File: config.mk
export PLATFORM = sky130hd
export DESIGN_NAME = fzdc_top
export DESIGN_NICKNAME = d
export VERILOG_FILES = /design/src/fzdc_pkg.sv /design/src/fzdc_zone_if.sv /design/src/fzdc_top.sv /design/src/fzdc_zone.sv
export VERILOG_INCLUDE_DIRS = /design/src
export SDC_FILE = /design/constraint.sdc
export NUM_CORES = 1
export LEC_CHECK = 0
export BUFFER_PORTS_ARGS = -buffer_cell sky130_fd_sc_hd__buf_2
export CORE_MARGIN = 8
export CORE_UTILIZATION = 30
export CTS_CLUSTER_DIAMETER = 200
export DETAILED_ROUTE_END_ITERATION = 12
export HOLD_SLACK_MARGIN = 0.02
export PLACE_DENSITY = 0.44
export SLEW_MARGIN = 20
export SYNTH_ARGS = -nofsm -noshare
export SYNTH_HDL_FRONTEND = slang
export SYNTH_HIERARCHICAL = 1
export SYNTH_SLANG_ARGS = --single-unit
export TNS_END_PERCENT = 20
File: constraint.sdc
create_clock -name clk_in -period 2.7 [get_ports clk_in]
set_input_delay 0.54 -clock clk_in [delete_from_list [all_inputs] [get_ports clk_in]]
set_output_delay 0.54 -clock clk_in [all_outputs]
set_load 0.05 [all_outputs]
File: src/fzdc_consts.svh
// Constants of the fan zone duty controller
`ifndef FZDC_CONSTS_SVH
`define FZDC_CONSTS_SVH

`define FZ_CLK_HZ      32'h02faf080
`define FZ_DUTY_IDLE   7'h05
`define FZ_DUTY_FULL   7'h64
`define FZ_STEP        7'h03
`define FZ_Z1_UP_TEMP  8'h50
`define FZ_Z1_DN_TEMP  8'h4b
`define FZ_Z2_UP_TEMP  8'h56
`define FZ_Z2_DN_TEMP  8'h4c
`define FZ_Z1_UP_S     32'h1
`define FZ_Z1_DN_S     32'h3
`define FZ_Z2_UP_S     32'h2
`define FZ_Z2_DN_S     32'h1
`define FZ_MB_NC       8'h36
`define FZ_MB_CR       8'h37
`define FZ_GFX_NC      8'h5c
`define FZ_GFX_CR      8'h5d

`define FZ_REG_CTRL    8'h00
`define FZ_REG_STATUS  8'h04
`define FZ_REG_MASK    8'h08
`define FZ_REG_LIMITS  8'h0c
`define FZ_REG_DUTY    8'h10
`define FZ_REG_TEMPS   8'h14
`define FZ_REG_FAILS   8'h18

`define FZ_CTRL_FW     0
`define FZ_EV_ALL      4:0
`define FZ_EV_LIM      3:0
`define FZ_EV_MB_NC    0
`define FZ_EV_MB_CR    1
`define FZ_EV_GFX_NC   2
`define FZ_EV_GFX_CR   3
`define FZ_EV_FAN      4

`define FZ_PIN_W       30
`define FZ_PIN_CPU     7:0
`define FZ_PIN_GFX     15:8
`define FZ_PIN_GOK     16
`define FZ_PIN_MB      24:17
`define FZ_PIN_FAIL    29:25

`define FZ_RD_Z1       6:0
`define FZ_RD_Z2       14:8
`define FZ_RD_TCPU     7:0
`define FZ_RD_TGFX     15:8
`define FZ_RD_TMB      23:16
`define FZ_RD_TGOK     24
`define FZ_RD_FAIL     4:0
`define FZ_RD_FORCE    8

`define FZ_RESP_OKAY   2'h0
`define FZ_RESP_SLVERR 2'h2

`endif

File: src/fzdc_pkg.sv
// Types of the fan zone duty controller
`include "fzdc_consts.svh"
package fzdc_pkg;
	typedef enum logic [1:0] {
		FZDC_HOLD = 2'h0,
		FZDC_UP   = 2'h1,
		FZDC_DOWN = 2'h2
	} fzdc_ramp_t;

	typedef struct packed {
		fzdc_ramp_t mode;
		logic [31:0] cnt;
		logic [6:0]  duty;
	} fzdc_zone_t;

	typedef struct packed {
		logic [`FZ_PIN_W-1:0] s1;
		logic [`FZ_PIN_W-1:0] s2;
		logic [`FZ_PIN_W-1:0] s3;
		logic [`FZ_PIN_W-1:0] pins;
		logic                 fw;
		logic [4:0]           status;
		logic [4:0]           mask;
		logic [3:0]           lim_prev;
		logic                 fail_prev;
		logic                 aw_got;
		logic [7:0]           awaddr;
		logic                 w_got;
		logic [31:0]          wdata;
		logic [3:0]           wstrb;
		logic                 bvalid;
		logic [1:0]           bresp;
		logic                 rvalid;
		logic [31:0]          rdata;
		logic [1:0]           rresp;
	} fzdc_top_t;
endpackage

File: src/fzdc_zone_if.sv
// Link between the controller core and one zone ramp engine
`timescale 1ns/10ps
interface fzdc_zone_if;
	logic [7:0] temp;
	logic       temp_ok;
	logic       force_full;
	logic [6:0] duty;
	modport zone (input temp, input temp_ok, input force_full, output duty);
	modport ctrl (output temp, output temp_ok, output force_full, input duty);
endinterface

File: src/fzdc_top.sv
// Two-zone fan duty controller with AXI4-Lite registers
//
// The implementer's own choices: the AXI4-Lite slave port and the address map.
`timescale 1ns/10ps
`include "fzdc_consts.svh"
module fzdc_top #(
	parameter logic [7:0]  Z1_UP_TEMP = `FZ_Z1_UP_TEMP,
	parameter logic [7:0]  Z1_DN_TEMP = `FZ_Z1_DN_TEMP,
	parameter logic [7:0]  Z2_UP_TEMP = `FZ_Z2_UP_TEMP,
	parameter logic [7:0]  Z2_DN_TEMP = `FZ_Z2_DN_TEMP,
	parameter logic [6:0]  Z1_STEP    = `FZ_STEP,
	parameter logic [6:0]  Z2_STEP    = `FZ_STEP,
	parameter logic [31:0] Z1_UP_CYC  = `FZ_Z1_UP_S * `FZ_CLK_HZ,
	parameter logic [31:0] Z1_DN_CYC  = `FZ_Z1_DN_S * `FZ_CLK_HZ,
	parameter logic [31:0] Z2_UP_CYC  = `FZ_Z2_UP_S * `FZ_CLK_HZ,
	parameter logic [31:0] Z2_DN_CYC  = `FZ_Z2_DN_S * `FZ_CLK_HZ
) (
	input  wire logic        clk_in,
	input  wire logic        reset_in,
	input  wire logic [7:0]  cpu_temperature_in,
	input  wire logic [7:0]  graphics_temperature_in,
	input  wire logic        graphics_temperature_valid_in,
	input  wire logic [7:0]  mainboard_temperature_in,
	input  wire logic [4:0]  fan_fail_in,
	input  wire logic [7:0]  s_axi_awaddr_in,
	input  wire logic        s_axi_awvalid_in,
	output logic             s_axi_awready_out,
	input  wire logic [31:0] s_axi_wdata_in,
	input  wire logic [3:0]  s_axi_wstrb_in,
	input  wire logic        s_axi_wvalid_in,
	output logic             s_axi_wready_out,
	output logic [1:0]       s_axi_bresp_out,
	output logic             s_axi_bvalid_out,
	input  wire logic        s_axi_bready_in,
	input  wire logic [7:0]  s_axi_araddr_in,
	input  wire logic        s_axi_arvalid_in,
	output logic             s_axi_arready_out,
	output logic [31:0]      s_axi_rdata_out,
	output logic [1:0]       s_axi_rresp_out,
	output logic             s_axi_rvalid_out,
	input  wire logic        s_axi_rready_in,
	output logic             irq_out,
	output logic [6:0]       zone2_fan_a_duty_out,
	output logic [6:0]       zone2_fan_b_duty_out,
	output logic [6:0]       zone1_fan_a_duty_out,
	output logic [6:0]       zone1_fan_b_duty_out,
	output logic [6:0]       zone1_fan_c_duty_out
);
	fzdc_pkg::fzdc_top_t q;
	fzdc_pkg::fzdc_top_t d;

	logic [31:0] lane;
	logic [31:0] mrg;
	logic [4:0]  clr;
	logic [4:0]  evt;
	logic [3:0]  lim;
	logic        fail_any;
	logic        force_full;

	fzdc_zone_if z1_if ();
	fzdc_zone_if z2_if ();

	// Byte enables widened to a bit mask
	function automatic logic [31:0] fzdc_lanes(input logic [3:0] strb);
		fzdc_lanes = {{8{strb[3]}}, {8{strb[2]}}, {8{strb[1]}}, {8{strb[0]}}};
	endfunction

	function automatic logic [31:0] fzdc_merge(
		input logic [31:0] old_v,
		input logic [31:0] new_v,
		input logic [3:0]  strb
	);
		fzdc_merge = (old_v & ~fzdc_lanes(strb)) | (new_v & fzdc_lanes(strb));
	endfunction

	assign fail_any   = |q.pins[`FZ_PIN_FAIL];
	assign force_full = fail_any | q.fw;

	assign z1_if.temp       = q.pins[`FZ_PIN_CPU];
	assign z1_if.temp_ok    = 1'b1;
	assign z1_if.force_full = force_full;
	assign z2_if.temp       = q.pins[`FZ_PIN_GFX];
	assign z2_if.temp_ok    = q.pins[`FZ_PIN_GOK];
	assign z2_if.force_full = force_full;

	fzdc_zone #(
		.UP_TEMP (Z1_UP_TEMP),
		.DN_TEMP (Z1_DN_TEMP),
		.STEP    (Z1_STEP),
		.UP_CYC  (Z1_UP_CYC),
		.DN_CYC  (Z1_DN_CYC)
	) u_zone1 (
		.clk_in   (clk_in),
		.reset_in (reset_in),
		.zio      (z1_if.zone)
	);

	fzdc_zone #(
		.UP_TEMP (Z2_UP_TEMP),
		.DN_TEMP (Z2_DN_TEMP),
		.STEP    (Z2_STEP),
		.UP_CYC  (Z2_UP_CYC),
		.DN_CYC  (Z2_DN_CYC)
	) u_zone2 (
		.clk_in   (clk_in),
		.reset_in (reset_in),
		.zio      (z2_if.zone)
	);

	always_comb begin
		d    = q;
		lane = 32'h0;
		mrg  = 32'h0;
		clr  = 5'h0;
		evt  = 5'h0;
		lim  = 4'h0;

		// Three-stage pin synchroniser; a word is taken once stages two and three agree
		d.s1 = {fan_fail_in, mainboard_temperature_in, graphics_temperature_valid_in,
			graphics_temperature_in, cpu_temperature_in};
		d.s2 = q.s1;
		d.s3 = q.s2;
		if (q.s2 == q.s3) begin
			d.pins = q.s3;
		end

		// Limit flags; graphics limits mean nothing without a valid reading
		lim[`FZ_EV_MB_NC] = q.pins[`FZ_PIN_MB] >= `FZ_MB_NC;
		lim[`FZ_EV_MB_CR] = q.pins[`FZ_PIN_MB] >= `FZ_MB_CR;
		lim[`FZ_EV_GFX_NC] = q.pins[`FZ_PIN_GOK] &&
			(q.pins[`FZ_PIN_GFX] >= `FZ_GFX_NC);
		lim[`FZ_EV_GFX_CR] = q.pins[`FZ_PIN_GOK] &&
			(q.pins[`FZ_PIN_GFX] >= `FZ_GFX_CR);
		d.lim_prev  = lim;
		d.fail_prev = fail_any;
		evt[`FZ_EV_LIM] = lim & ~q.lim_prev;
		evt[`FZ_EV_FAN] = fail_any & ~q.fail_prev;

		// Write address and data may arrive in either order
		if (s_axi_awvalid_in && s_axi_awready_out) begin
			d.aw_got = 1'b1;
			d.awaddr = s_axi_awaddr_in;
		end
		if (s_axi_wvalid_in && s_axi_wready_out) begin
			d.w_got = 1'b1;
			d.wdata = s_axi_wdata_in;
			d.wstrb = s_axi_wstrb_in;
		end
		if (q.bvalid && s_axi_bready_in) begin
			d.bvalid = 1'b0;
		end
		if (q.aw_got && q.w_got) begin
			d.aw_got = 1'b0;
			d.w_got  = 1'b0;
			d.bvalid = 1'b1;
			d.bresp  = `FZ_RESP_OKAY;
			lane     = fzdc_lanes(q.wstrb);
			if (q.awaddr == `FZ_REG_CTRL) begin
				// Only bit zero is live; other written bits are dropped
				mrg  = fzdc_merge({31'h0, q.fw}, q.wdata, q.wstrb);
				d.fw = mrg[`FZ_CTRL_FW];
			end else if (q.awaddr == `FZ_REG_STATUS) begin
				clr = q.wdata[`FZ_EV_ALL] & lane[`FZ_EV_ALL];
			end else if (q.awaddr == `FZ_REG_MASK) begin
				mrg    = fzdc_merge({27'h0, q.mask}, q.wdata, q.wstrb);
				d.mask = mrg[`FZ_EV_ALL];
			end else if (q.awaddr == `FZ_REG_LIMITS || q.awaddr == `FZ_REG_DUTY ||
				q.awaddr == `FZ_REG_TEMPS || q.awaddr == `FZ_REG_FAILS) begin
				d.bresp = `FZ_RESP_OKAY;
			end else begin
				d.bresp = `FZ_RESP_SLVERR;
			end
		end

		// A new event beats a clear in the same cycle
		d.status = (q.status & ~clr) | evt;

		if (q.rvalid && s_axi_rready_in) begin
			d.rvalid = 1'b0;
		end
		if (s_axi_arvalid_in && s_axi_arready_out) begin
			d.rvalid = 1'b1;
			d.rresp  = `FZ_RESP_OKAY;
			d.rdata  = 32'h0;
			if (s_axi_araddr_in == `FZ_REG_CTRL) begin
				d.rdata[`FZ_CTRL_FW] = q.fw;
			end else if (s_axi_araddr_in == `FZ_REG_STATUS) begin
				d.rdata[`FZ_EV_ALL] = q.status;
			end else if (s_axi_araddr_in == `FZ_REG_MASK) begin
				d.rdata[`FZ_EV_ALL] = q.mask;
			end else if (s_axi_araddr_in == `FZ_REG_LIMITS) begin
				d.rdata[`FZ_EV_LIM] = lim;
			end else if (s_axi_araddr_in == `FZ_REG_DUTY) begin
				d.rdata[`FZ_RD_Z1] = z1_if.duty;
				d.rdata[`FZ_RD_Z2] = z2_if.duty;
			end else if (s_axi_araddr_in == `FZ_REG_TEMPS) begin
				d.rdata[`FZ_RD_TCPU] = q.pins[`FZ_PIN_CPU];
				d.rdata[`FZ_RD_TGFX] = q.pins[`FZ_PIN_GFX];
				d.rdata[`FZ_RD_TMB]  = q.pins[`FZ_PIN_MB];
				d.rdata[`FZ_RD_TGOK] = q.pins[`FZ_PIN_GOK];
			end else if (s_axi_araddr_in == `FZ_REG_FAILS) begin
				d.rdata[`FZ_RD_FAIL]  = q.pins[`FZ_PIN_FAIL];
				d.rdata[`FZ_RD_FORCE] = force_full;
			end else begin
				d.rresp = `FZ_RESP_SLVERR;
			end
		end
	end

	always_ff @(posedge clk_in) begin
		if (reset_in) begin
			q <= '0;
		end else begin
			q <= d;
		end
	end

	// One write and one read at a time keeps the slave free of queues
	assign s_axi_awready_out = !q.aw_got && !q.bvalid;
	assign s_axi_wready_out  = !q.w_got && !q.bvalid;
	assign s_axi_bvalid_out  = q.bvalid;
	assign s_axi_bresp_out   = q.bresp;
	assign s_axi_arready_out = !q.rvalid;
	assign s_axi_rvalid_out  = q.rvalid;
	assign s_axi_rdata_out   = q.rdata;
	assign s_axi_rresp_out   = q.rresp;

	assign irq_out = |(q.status & q.mask);

	assign zone1_fan_a_duty_out = z1_if.duty;
	assign zone1_fan_b_duty_out = z1_if.duty;
	assign zone1_fan_c_duty_out = z1_if.duty;
	assign zone2_fan_a_duty_out = z2_if.duty;
	assign zone2_fan_b_duty_out = z2_if.duty;
endmodule

File: src/fzdc_zone.sv
// Ramp engine of one cooling zone
`timescale 1ns/10ps
`include "fzdc_consts.svh"
module fzdc_zone #(
	parameter logic [7:0]  UP_TEMP = `FZ_Z1_UP_TEMP,
	parameter logic [7:0]  DN_TEMP = `FZ_Z1_DN_TEMP,
	parameter logic [6:0]  STEP    = `FZ_STEP,
	parameter logic [31:0] UP_CYC  = `FZ_Z1_UP_S * `FZ_CLK_HZ,
	parameter logic [31:0] DN_CYC  = `FZ_Z1_DN_S * `FZ_CLK_HZ
) (
	input  wire logic  clk_in,
	input  wire logic  reset_in,
	fzdc_zone_if.zone  zio
);
	fzdc_pkg::fzdc_zone_t q;
	fzdc_pkg::fzdc_zone_t d;

	always_comb begin
		d = q;
		if (zio.force_full) begin
			d.duty = `FZ_DUTY_FULL;
			d.mode = fzdc_pkg::FZDC_HOLD;
			d.cnt  = 32'h0;
		end else if (!zio.temp_ok) begin
			// No reading, no ramp; the duty stays where it is
			d.mode = fzdc_pkg::FZDC_HOLD;
			d.cnt  = 32'h0;
		end else if (zio.temp >= UP_TEMP) begin
			if (q.mode != fzdc_pkg::FZDC_UP) begin
				d.mode = fzdc_pkg::FZDC_UP;
				d.cnt  = 32'h0;
			end else if (q.cnt == UP_CYC - 32'h1) begin
				d.cnt = 32'h0;
				// Saturate at full duty
				if (q.duty > `FZ_DUTY_FULL - STEP) begin
					d.duty = `FZ_DUTY_FULL;
				end else begin
					d.duty = q.duty + STEP;
				end
			end else begin
				d.cnt = q.cnt + 32'h1;
			end
		end else if (zio.temp < DN_TEMP) begin
			if (q.mode != fzdc_pkg::FZDC_DOWN) begin
				d.mode = fzdc_pkg::FZDC_DOWN;
				d.cnt  = 32'h0;
			end else if (q.cnt == DN_CYC - 32'h1) begin
				d.cnt = 32'h0;
				// Never below idle
				if (q.duty < `FZ_DUTY_IDLE + STEP) begin
					d.duty = `FZ_DUTY_IDLE;
				end else begin
					d.duty = q.duty - STEP;
				end
			end else begin
				d.cnt = q.cnt + 32'h1;
			end
		end else begin
			// Dead band restarts the interval, so a brief dip never steps early
			d.mode = fzdc_pkg::FZDC_HOLD;
			d.cnt  = 32'h0;
		end
	end

	always_ff @(posedge clk_in) begin
		if (reset_in) begin
			q <= '{mode: fzdc_pkg::FZDC_HOLD, cnt: 32'h0, duty: `FZ_DUTY_IDLE};
		end else begin
			q <= d;
		end
	end

	assign zio.duty = q.duty;
endmodule

==> results.toml, run 1 <==
[clock_network]
cts_tree = "done"
clock_tree.root_cell = "clkbuf_16"
cts_resized = 0
clock_path_buffers = 3
insertion_delay_ns = 0.57
clk_pin_slew_ns = 0.06
cts_made_buffers = 31
cts_setup_buffers = 0
hold_buffers = 0
htreeDepth = 1
cts_num_sinks = 263

[place]
port_buffers = 126
gp_congestion = 0.818
hpwl_mm = 22.9

[die]
core_sq_mm = 0.0398
fp.dieH_um = 217
fp-row-count = 73
die_w_um = 217
boundaryPins = 166
start_util_pct = 30.4
die_area_sq_mm = 0.0471

[setup_path]
cp_max_fo = 4
critPathRequiredTime_ns = 3.14
crit_arrival_ns = 2.92
crit_type = "flip-flop to flip-flop"
cp-end-kind = "flip-flop"
critPathLaunchType = "flip-flop"
worst-r2r-setup-slack_ns = 0.22
reg2reg_depth = 5

[final_layout]
drive_above_1_share_pct = 18.0
fin_nets = 1519
syn_to_final_growth_pct = 16.0
num_antenna_cells = 0

[worst_hold_path]
hold_class = "input pin to flip-flop"
hold_path_depth = 2

[sta]
clock_skew_ns = 0.00836
relSlewSlack_pct = 51.1
period_needed_ns = 2.48
hold_viol_final = 0
totalNegativeSetupSlack_ns = 0
max_freq_mhz = 404
setup_viol = 0
drv_slew = 0
post-route-period-util_pct = 91.8
hold_slack_ns = 0.163
rsz0062_at_grt = "false"
worst_slew_pin_slew_ns = 0.729

[drt]
drt-vias-per-instance = 4.82
routed_wl_mm = 32.0
drc = 0
first_pass_iters = 5
wl_per_cell_um = 16.2
ant_nets = 0
drt-initial-drc-count = 528
routed-via-count = 9486

[pwr]
clockPowerShare_pct = 47.6
p_int_uw = 6490
p_sw_uw = 1970
swShare_pct = 23.3
cellLeakagePower_uw = 0.00525
pwr-share-comb_pct = 5.1
powerDensity_mw_per_mm2 = 602
peakVddDrop_v = 0.000457
p_seq_share_pct = 47.4

[synth]
synth_area_leaders = "dfxtp_1, nor2b_1, buf_4, xor2_1, nand2b_1"
synth-edff-count = 0
syn-instance-count = 1340
synthTopCellsByCount = "dfxtp_1, nor2_1, nor2b_1"
yosysSeqAreaShare_pct = 43.4
synth-async-reset-ratio_pct = 0
synth.top_cell.area_share_pct = 43.4
syn_area_sq_mm = 0.0121
yosys_register_bits = 263
synth_warnings = 6
avgSynthCellArea_sq_um = 9.05
yosysMostFrequentCell = "dfxtp_1"
synth_cell_types = 83
synth-main-ff-cell = "dfxtp_1"
synth_area_leader_cell = "dfxtp_1"

[run]
drv_cap = 0

[global_routing]
overflow = 0
antenna_found_initial = 1
gr-usage-all-layers_pct = 13.0
grt_pass1_vias = 9313
grt_pass1_wl_mm = 51.2
grt_max_degree = 165

[run_status]
status = "finished clean"
[final timing paths]
kind / start / endpoint
worst max-delay path: u_zone1/q[36]$_SDFF_PP0_ / u_zone1/zio.duty[5]$_SDFFE_PP0P_
worst min-delay path: s_axi_rready_in / s_axi_rvalid_out$_SDFFE_PP0P_
worst max register to register: u_zone1/q[36]$_SDFF_PP0_ / u_zone1/zio.duty[5]$_SDFFE_PP0P_
worst min register to register: d[176]$_SDFF_PP0_ / d[146]$_SDFF_PP0_
[kinds of logic after synthesis]
logic type      share of synthesized area, %
compound gates                          10.6
xor+xnor                                6.43
fa+ha+maj                              0.826
buf+inv                                 7.34
flops                                   43.4
mux                                     3.73
other cells                           0.0619
simple gates                            27.6
[cell type report]
type / count / area (sq um)
Multi-Input combinational cell: 932 / 6030
Sequential cell: 263 / 5270
Fill cell: 4198 / 25800
Clock inverter: 13 / 113
Inverter: 22 / 82.6
Timing Repair Buffer: 172 / 1030
Tap cell: 525 / 657
Clock buffer: 43 / 881
[state kept, by name (all words and copies together) (netlist names), named ones only]
name              cells
u_zone2/q            34
s_axi_bresp_out       1
u_zone2/zio.duty      7
q                    86
d                    60
s_axi_rvalid_out      1
s_axi_rresp_out       1
s_axi_bvalid_out      1
s_axi_rdata_out      25
u_zone1/q            34
u_zone1/zio.duty      7
[power by group through the flow]
stage | sequential, uW | combinational [uW] | clock [uW]
2_1_floorplan | 4080 | 310 | 0
3_3_place_gp | 4090 | 434 | 0
3_5_place_dp | 4090 | 436 | 0
4_1_cts | 4010 | 437 | 4210
5_1_grt | 4020 | 471 | 4380
6_report | 4010 | 428 | 4030
[stage by stage]
stage | utilization [%] | cell area (sq um) | power (uW) | cells | setup WS, ns
after global placement | 32.8 | 13100 | 4530 | 1914 | 0.248
after detailed placement | 32.8 | 13100 | 4530 | 1914 | 0.241
after floorplan | - | 12200 | 4390 | 1354 | 0.293
after CTS | 35.3 | 14100 | 8650 | 1970 | 0.225
after global routing | 35.3 | 14100 | 8860 | 1970 | 0.103
final | 35.3 | 14100 | 8460 | 1970 | 0.222
[cells in the final DEF, fill, tap and decap left out, types with 6 or more instances in the layout]
master,Yosys,final
dfxtp_1,263,263
buf_2,6,125
nor2_1,102,102
nor2b_1,97,97
nand2_1,83,83
nand2b_1,72,72
xor2_1,58,58
nor3_1,56,56
mux2i_1,44,44
a21oi_1,44,44
nand3_1,43,43
buf_4,72,42
nand4_1,32,32
xnor2_1,31,31
clkbuf_16,0,31
inv_1,22,22
a22oi_1,22,22
nor4_1,23,22
conb_1,2,16
and3_1,14,14
o21ai_0,13,13
a211oi_1,10,10
and4_1,8,8
a21o_1,8,8
clkinv_2,0,8
ha_1,8,8
or4_4,7,7
a31oi_1,7,7
a311oi_1,6,6
or2_2,6,6
and2_1,6,6
o2111ai_1,6,6
clkbuf_1,55,6
clkbuf_8,0,6
[worst max-delay path, cell delays in order (launching register included)]
cell and delay [ns]:
dfxtp_1 0.35, or4_4 0.54, or4_4 0.55, or4_4 0.56, a221oi_2 0.25, a211oi_1 0.10
[per-layer routing]
metal,routed length [um],GRT usage [%]
met1,16100,18.4
met3,1460,2.33
met5,0,0
met2,13900,20.1
met4,588,3.65
(Power assumes the default switching activity.)
==> run 2, diff against run 1 <==
==> constraint.sdc (replaced) <==
create_clock -name clk_in -period 2.7 [get_ports clk_in]
set_input_delay 0.135 -clock clk_in [delete_from_list [all_inputs] [get_ports clk_in]]
set_output_delay 0.135 -clock clk_in [all_outputs]
set_load 0.05 [all_outputs]
==> run 2 against run 1 <==
Clock skew increased by 0.015 ns. Die area unchanged. Flip-flop and latch count unchanged. Wire length increased by 0.43%. First-iteration DRC count increased by 34%. Count of clock-buffer cells in the layout decreased by 4. Cell count increased by 2.5%. Clock power increased by 13%. Utilization increased by 1.6 points. Worst hold slack got worse by 0.11 ns.
==> results.toml, run 2 (same netlist as run 1, synthesis figures left out) <==
[run_status]
status = "finished clean"

[sta]
drv_slew = 0
max_freq_mhz = 395
period_needed_ns = 2.53
rsz0062_at_grt = "false"
clock_skew_ns = 0.0233
worst_slew_pin_slew_ns = 0.797
setup_viol = 0
totalNegativeSetupSlack_ns = 0
hold_viol_final = 0
relSlewSlack_pct = 46.5
post-route-period-util_pct = 93.7

[place]
dp_cells = 1909
gp_congestion = 0.796
hpwl_mm = 22.8
port_buffers = 126

[setup_path]
critPathLaunchType = "flip-flop"
cp_max_fo = 31
worst-r2r-setup-slack_ns = 0.17
cp_slowest_stage_delay_ns = 0.59
path_delay_family = "simple AND/OR/NAND/NOR gates"
cp_common_cell = "or2_2"
r2r-start = "q[125]$_SDFFE_PP0N_"
crit_arrival_ns = 3.04
reg2reg_depth = 7
crit_buf_inv = 1
slowest_stage = "or4_1"
cp-end-kind = "flip-flop"
crit_type = "flip-flop to flip-flop"
r2r-end = "u_zone2/q[30]$_SDFF_PP0_"
critPathRequiredTime_ns = 3.21
worstPathCellList = "or4_1 > or3_1 > or2_2 > or2_2 > a21o_1 > buf_12 > nor2_1"

[clock_network]
insertion_delay_ns = 0.59
cts_setup_buffers = 0
htreeDepth = 1
cts_tree = "done"
clock_tree.root_cell = "clkbuf_16"
clk_pin_slew_ns = 0.07
cts_made_buffers = 31
cts_num_sinks = 263
clock_path_buffers = 3

[die]
start_util_pct = 30.4
fp.dieH_um = 217
die_area_sq_mm = 0.0471
die_w_um = 217
core_sq_mm = 0.0398
fp-row-count = 73
boundaryPins = 166

[global_routing]
grt_max_degree = 92
gr-usage-all-layers_pct = 13.2
grt_pass1_vias = 9294
antenna_found_initial = 0
overflow = 0
grt_pass1_wl_mm = 51.7

[final_layout]
largest_reg_flops = 86
final_util_pct = 36.9
fillerInstances = 4097
ff_latch_area_sq_mm = 0.00527
num_antenna_cells = 0
stdcell_count = 2019
drive_above_1_share_pct = 17.4
fin_nets = 1566
regMostFlops = "q"
syn_to_final_growth_pct = 21.1
mostFrequentLayoutCell = "dfxtp_1"
final_cell_mix = "dfxtp_1, buf_2, nor2_1, nor2b_1, nand2_1"
multiInputGateArea_sq_mm = 0.00603

[run]
drv_cap = 0

[pwr]
cellLeakagePower_uw = 0.00550
powerDensity_mw_per_mm2 = 617
peakVddDrop_v = 0.000475

[drt]
ant_nets = 0
routed_wl_mm = 32.1
first_pass_iters = 5
drc = 0
wl_met1_mm = 16.4
wl_met3_mm = 1.53
routed-via-count = 9685
topRoutingLayerUsed = "met4"
wl_per_cell_um = 15.9
drt-initial-drc-count = 706
drt-vias-per-instance = 4.80
route.met2.wl_mm = 13.6

[worst_hold_path]
hold_path_depth = 4
min_to = "s_axi_rdata_out[0]$_SDFFE_PP0P_"
min-delay-start = "s_axi_arvalid_in"
hold_class = "input pin to flip-flop"
## run 2: cell count changes in the layout (fill, tap and decap cells not counted), sizes merged
cell	previous run	this run
clkinv	8	7
clkinvlp	3	5
buf	172	167
dlygate4sd3	0	52
bufinv	1	6
clkbuf	43	39
## run 2: report_power, final
group,internal (uW),switching (uW)
registers,3960,48.6
clock network,2830,1740
logic,208,276
total,7000,2060
## run 2: per-layer routing
| metal | global-route usage (%) | vias up |
|---|---|---|
| li1 | - | 4877 |
| met1 | 19.1 | 4529 |
| met2 | 19.6 | 238 |
| met3 | 2.16 | 41 |
| met4 | 4.19 | 0 |
| met5 | 0 | - |
## run 2: how the worst max path moves through the flow
| stage | startpoint | endpoint | slack, ns | cells past startpoint |
|---|---|---|---|---|
| after floorplan | q[125]$_SDFFE_PP0N_ | u_zone2/q[19]$_SDFF_PP0_ | 0.29 | 7 |
| after global routing | q[125]$_SDFFE_PP0N_ | u_zone2/q[32]$_SDFF_PP0_ | 0.06 | 7 |
| after CTS | q[125]$_SDFFE_PP0N_ | u_zone2/q[32]$_SDFF_PP0_ | 0.16 | 7 |
| after global placement | q[125]$_SDFFE_PP0N_ | u_zone2/q[21]$_SDFF_PP0_ | 0.23 | 7 |
| after detailed placement | q[125]$_SDFFE_PP0N_ | u_zone2/q[27]$_SDFF_PP0_ | 0.20 | 7 |
| final | q[125]$_SDFFE_PP0N_ | u_zone2/q[30]$_SDFF_PP0_ | 0.17 | 7 |
## run 2: repair_timing
action                     CTS  global route
setup endpoints to repair    0             0
hold buffers                52             0
resized for setup            0             0
hold endpoints to repair    50             0
## run 2: tightest hold or removal path, delay by kind of cell
kind / cells / cell delay [ns]
simple gates: 1 / 0.17
buf+inv: 1 / 0.11
compound gates: 2 / 0.18
## run 2: final cells by class
class,count,share of cell area (%)
clock inverter,19,1.91
timing repair buffer,219,10.3
clock buffer,39,5.83
multi-input combinational,932,41.1
sequential,263,35.9
inverter,22,0.562
tap,525,4.47
## run 2: stage by stage
stage	area [sq um]	setup slack, ns	hold slack, ns	power, uW
after floorplan	12200	0.293	0.207	4390
after global placement	13000	0.228	0.338	4520
after detailed placement	13000	0.203	0.346	4530
after CTS	14700	0.159	0.0318	9230
after global routing	14700	0.0605	0.0868	9450
final	14700	0.169	0.0523	9060
==> run 3, diff against run 2 <==
--- a/config.mk
+++ b/config.mk
@@ -12,7 +12,7 @@
 export CTS_CLUSTER_DIAMETER = 200
 export DETAILED_ROUTE_END_ITERATION = 12
 export HOLD_SLACK_MARGIN = 0.02
-export PLACE_DENSITY = 0.44
+export PLACE_DENSITY_LB_ADDON = 0.05
 export SLEW_MARGIN = 20
 export SYNTH_ARGS = -nofsm -noshare
 export SYNTH_HDL_FRONTEND = slang
==> run 3 against run 2 <==
Die area stayed put. Critical path depth is 2 lower. Clock power is 9.8% lower. Sequential power hardly changed. Sequential share of layout area is 0.076 points lower. Clock skew is 0.012 ns lower. Critical path type unchanged.
==> results.toml, run 3 (same netlist as run 1, synthesis figures left out) <==
[setup_path]
r2r-end = "u_zone1/zio.duty[5]$_SDFFE_PP0P_"
r2r-start = "u_zone1/q[36]$_SDFF_PP0_"
critPathRequiredTime_ns = 3.14
cp-end-kind = "flip-flop"
crit_type = "flip-flop to flip-flop"
cp_max_fo = 4
critPathLaunchType = "flip-flop"
reg2reg_depth = 5
worst-r2r-setup-slack_ns = 0.20
crit_arrival_ns = 2.94

[clock_network]
cts_resized = 0
cts_num_sinks = 263
clock_path_buffers = 3
insertion_delay_ns = 0.58
cts_made_buffers = 31
htreeDepth = 1
cts_tree = "done"
clk_pin_slew_ns = 0.06
clock_tree.root_cell = "clkbuf_16"

[global_routing]
grt_pass1_vias = 9479
overflow = 0
grt_pass1_wl_mm = 52.7
gr-usage-all-layers_pct = 13.5
grt_max_degree = 168
antenna_found_initial = 0

[sta]
relSlewSlack_pct = 47.8
max_freq_mhz = 400
totalNegativeSetupSlack_ns = 0
drv_slew = 0
post-route-period-util_pct = 92.6
hold_slack_ns = 0.0598
layout_setup_ws_ns = 0.199
worst_slew_pin_slew_ns = 0.778
period_needed_ns = 2.50
clock_skew_ns = 0.0116
hold_viol_final = 0
setup_viol = 0
rsz0062_at_grt = "false"

[place]
dp_slack_ns = 0.204
dp_cells = 1914
gp_congestion = 0.784
port_buffers = 126
hpwl_mm = 23.1

[worst_hold_path]
min_to = "q[83]$_SDFFE_PP0P_"
hold_class = "input pin to flip-flop"
min-delay-start = "s_axi_awvalid_in"
hold_path_depth = 3

[drt]
drt-initial-drc-count = 501
first_pass_iters = 5
routed_wl_mm = 33.0
ant_nets = 0
drt-vias-per-instance = 4.75
wl_per_cell_um = 16.2
routed-via-count = 9662
drc = 0

[die]
core_sq_mm = 0.0398
die_area_sq_mm = 0.0471
boundaryPins = 166
start_util_pct = 30.4
die_w_um = 217
fp.dieH_um = 217
fp-row-count = 73

[final_layout]
mostFrequentLayoutCell = "dfxtp_1"
drive_above_1_share_pct = 17.0
regMostFlops = "q"
syn_to_final_growth_pct = 21.4
largest_reg_flops = 86
fin_nets = 1586
fillerInstances = 4186
num_antenna_cells = 0
stdcell_count = 2035
final_cell_mix = "dfxtp_1, buf_2, nor2_1, nor2b_1, nand2_1"

[run_status]
status = "finished clean"

[run]
drv_cap = 0

[pwr]
peakVddDrop_v = 0.000536
powerDensity_mw_per_mm2 = 586
cellLeakagePower_uw = 0.00556
==> run 3: repair_timing <==
item,4_1_cts,5_1_grt
hold endpoints to repair,74,0
hold buffers,67,0
buffers inserted,0,0
==> run 3: report_power, final <==
group | switching, uW | internal [uW]
registers | 49.1 | 3960
clock network | 1680 | 2430
logic | 275 | 223
==> run 3: area by class of cell <==
class,instances,area (sq um),area share (%)
inverter,22,82.6,0.561
tap,525,657,4.46
sequential,263,5270,35.8
timing repair buffer,239,1690,11.5
clock buffer,44,875,5.94
clock inverter,10,118,0.799
multi-input combinational,932,6030,41.0
==> run 3: worst max-delay path: stages, from the launching register on <==
cell	delay (ns)
dfxtp_1	0.35
or4_4	0.54
or4_4	0.55
or4_4	0.57
a221oi_2	0.26
a211oi_1	0.10
==> run 3: worst max path at each step <==
stage | cells past startpoint | slack [ns] | end | start
floorplan | 7 | 0.29 | u_zone2/q[19]$_SDFF_PP0_ | q[125]$_SDFFE_PP0N_
global placement | 7 | 0.23 | u_zone2/q[19]$_SDFF_PP0_ | q[125]$_SDFFE_PP0N_
detailed placement | 7 | 0.20 | u_zone2/q[15]$_SDFF_PP0_ | q[125]$_SDFFE_PP0N_
CTS | 7 | 0.19 | u_zone2/q[15]$_SDFF_PP0_ | q[125]$_SDFFE_PP0N_
global route | 7 | 0.05 | u_zone1/q[13]$_SDFF_PP0_ | q[125]$_SDFFE_PP0N_
finish | 5 | 0.20 | u_zone1/zio.duty[5]$_SDFFE_PP0P_ | u_zone1/q[36]$_SDFF_PP0_
==> run 3: stage by stage <==
stage | instance area (sq um) | total power (uW) | util [%]
after floorplan | 12200 | 4390 | -
after global placement | 13100 | 4520 | 32.8
after detailed placement | 13100 | 4520 | 32.8
after CTS | 14700 | 8820 | 37.0
after global routing | 14700 | 9000 | 37.0
final | 14700 | 8620 | 37.0
==> run 3: routing by layer <==
layer	share of wire [%]	up-vias	GRT usage (%)	routed length, um
li1	-	4913	-	-
met2	43	203	21.0	14300
met5	0	-	0	0
met4	2.0	0	3.09	654
met3	4.2	44	2.32	1380
met1	51	4502	19.2	16700
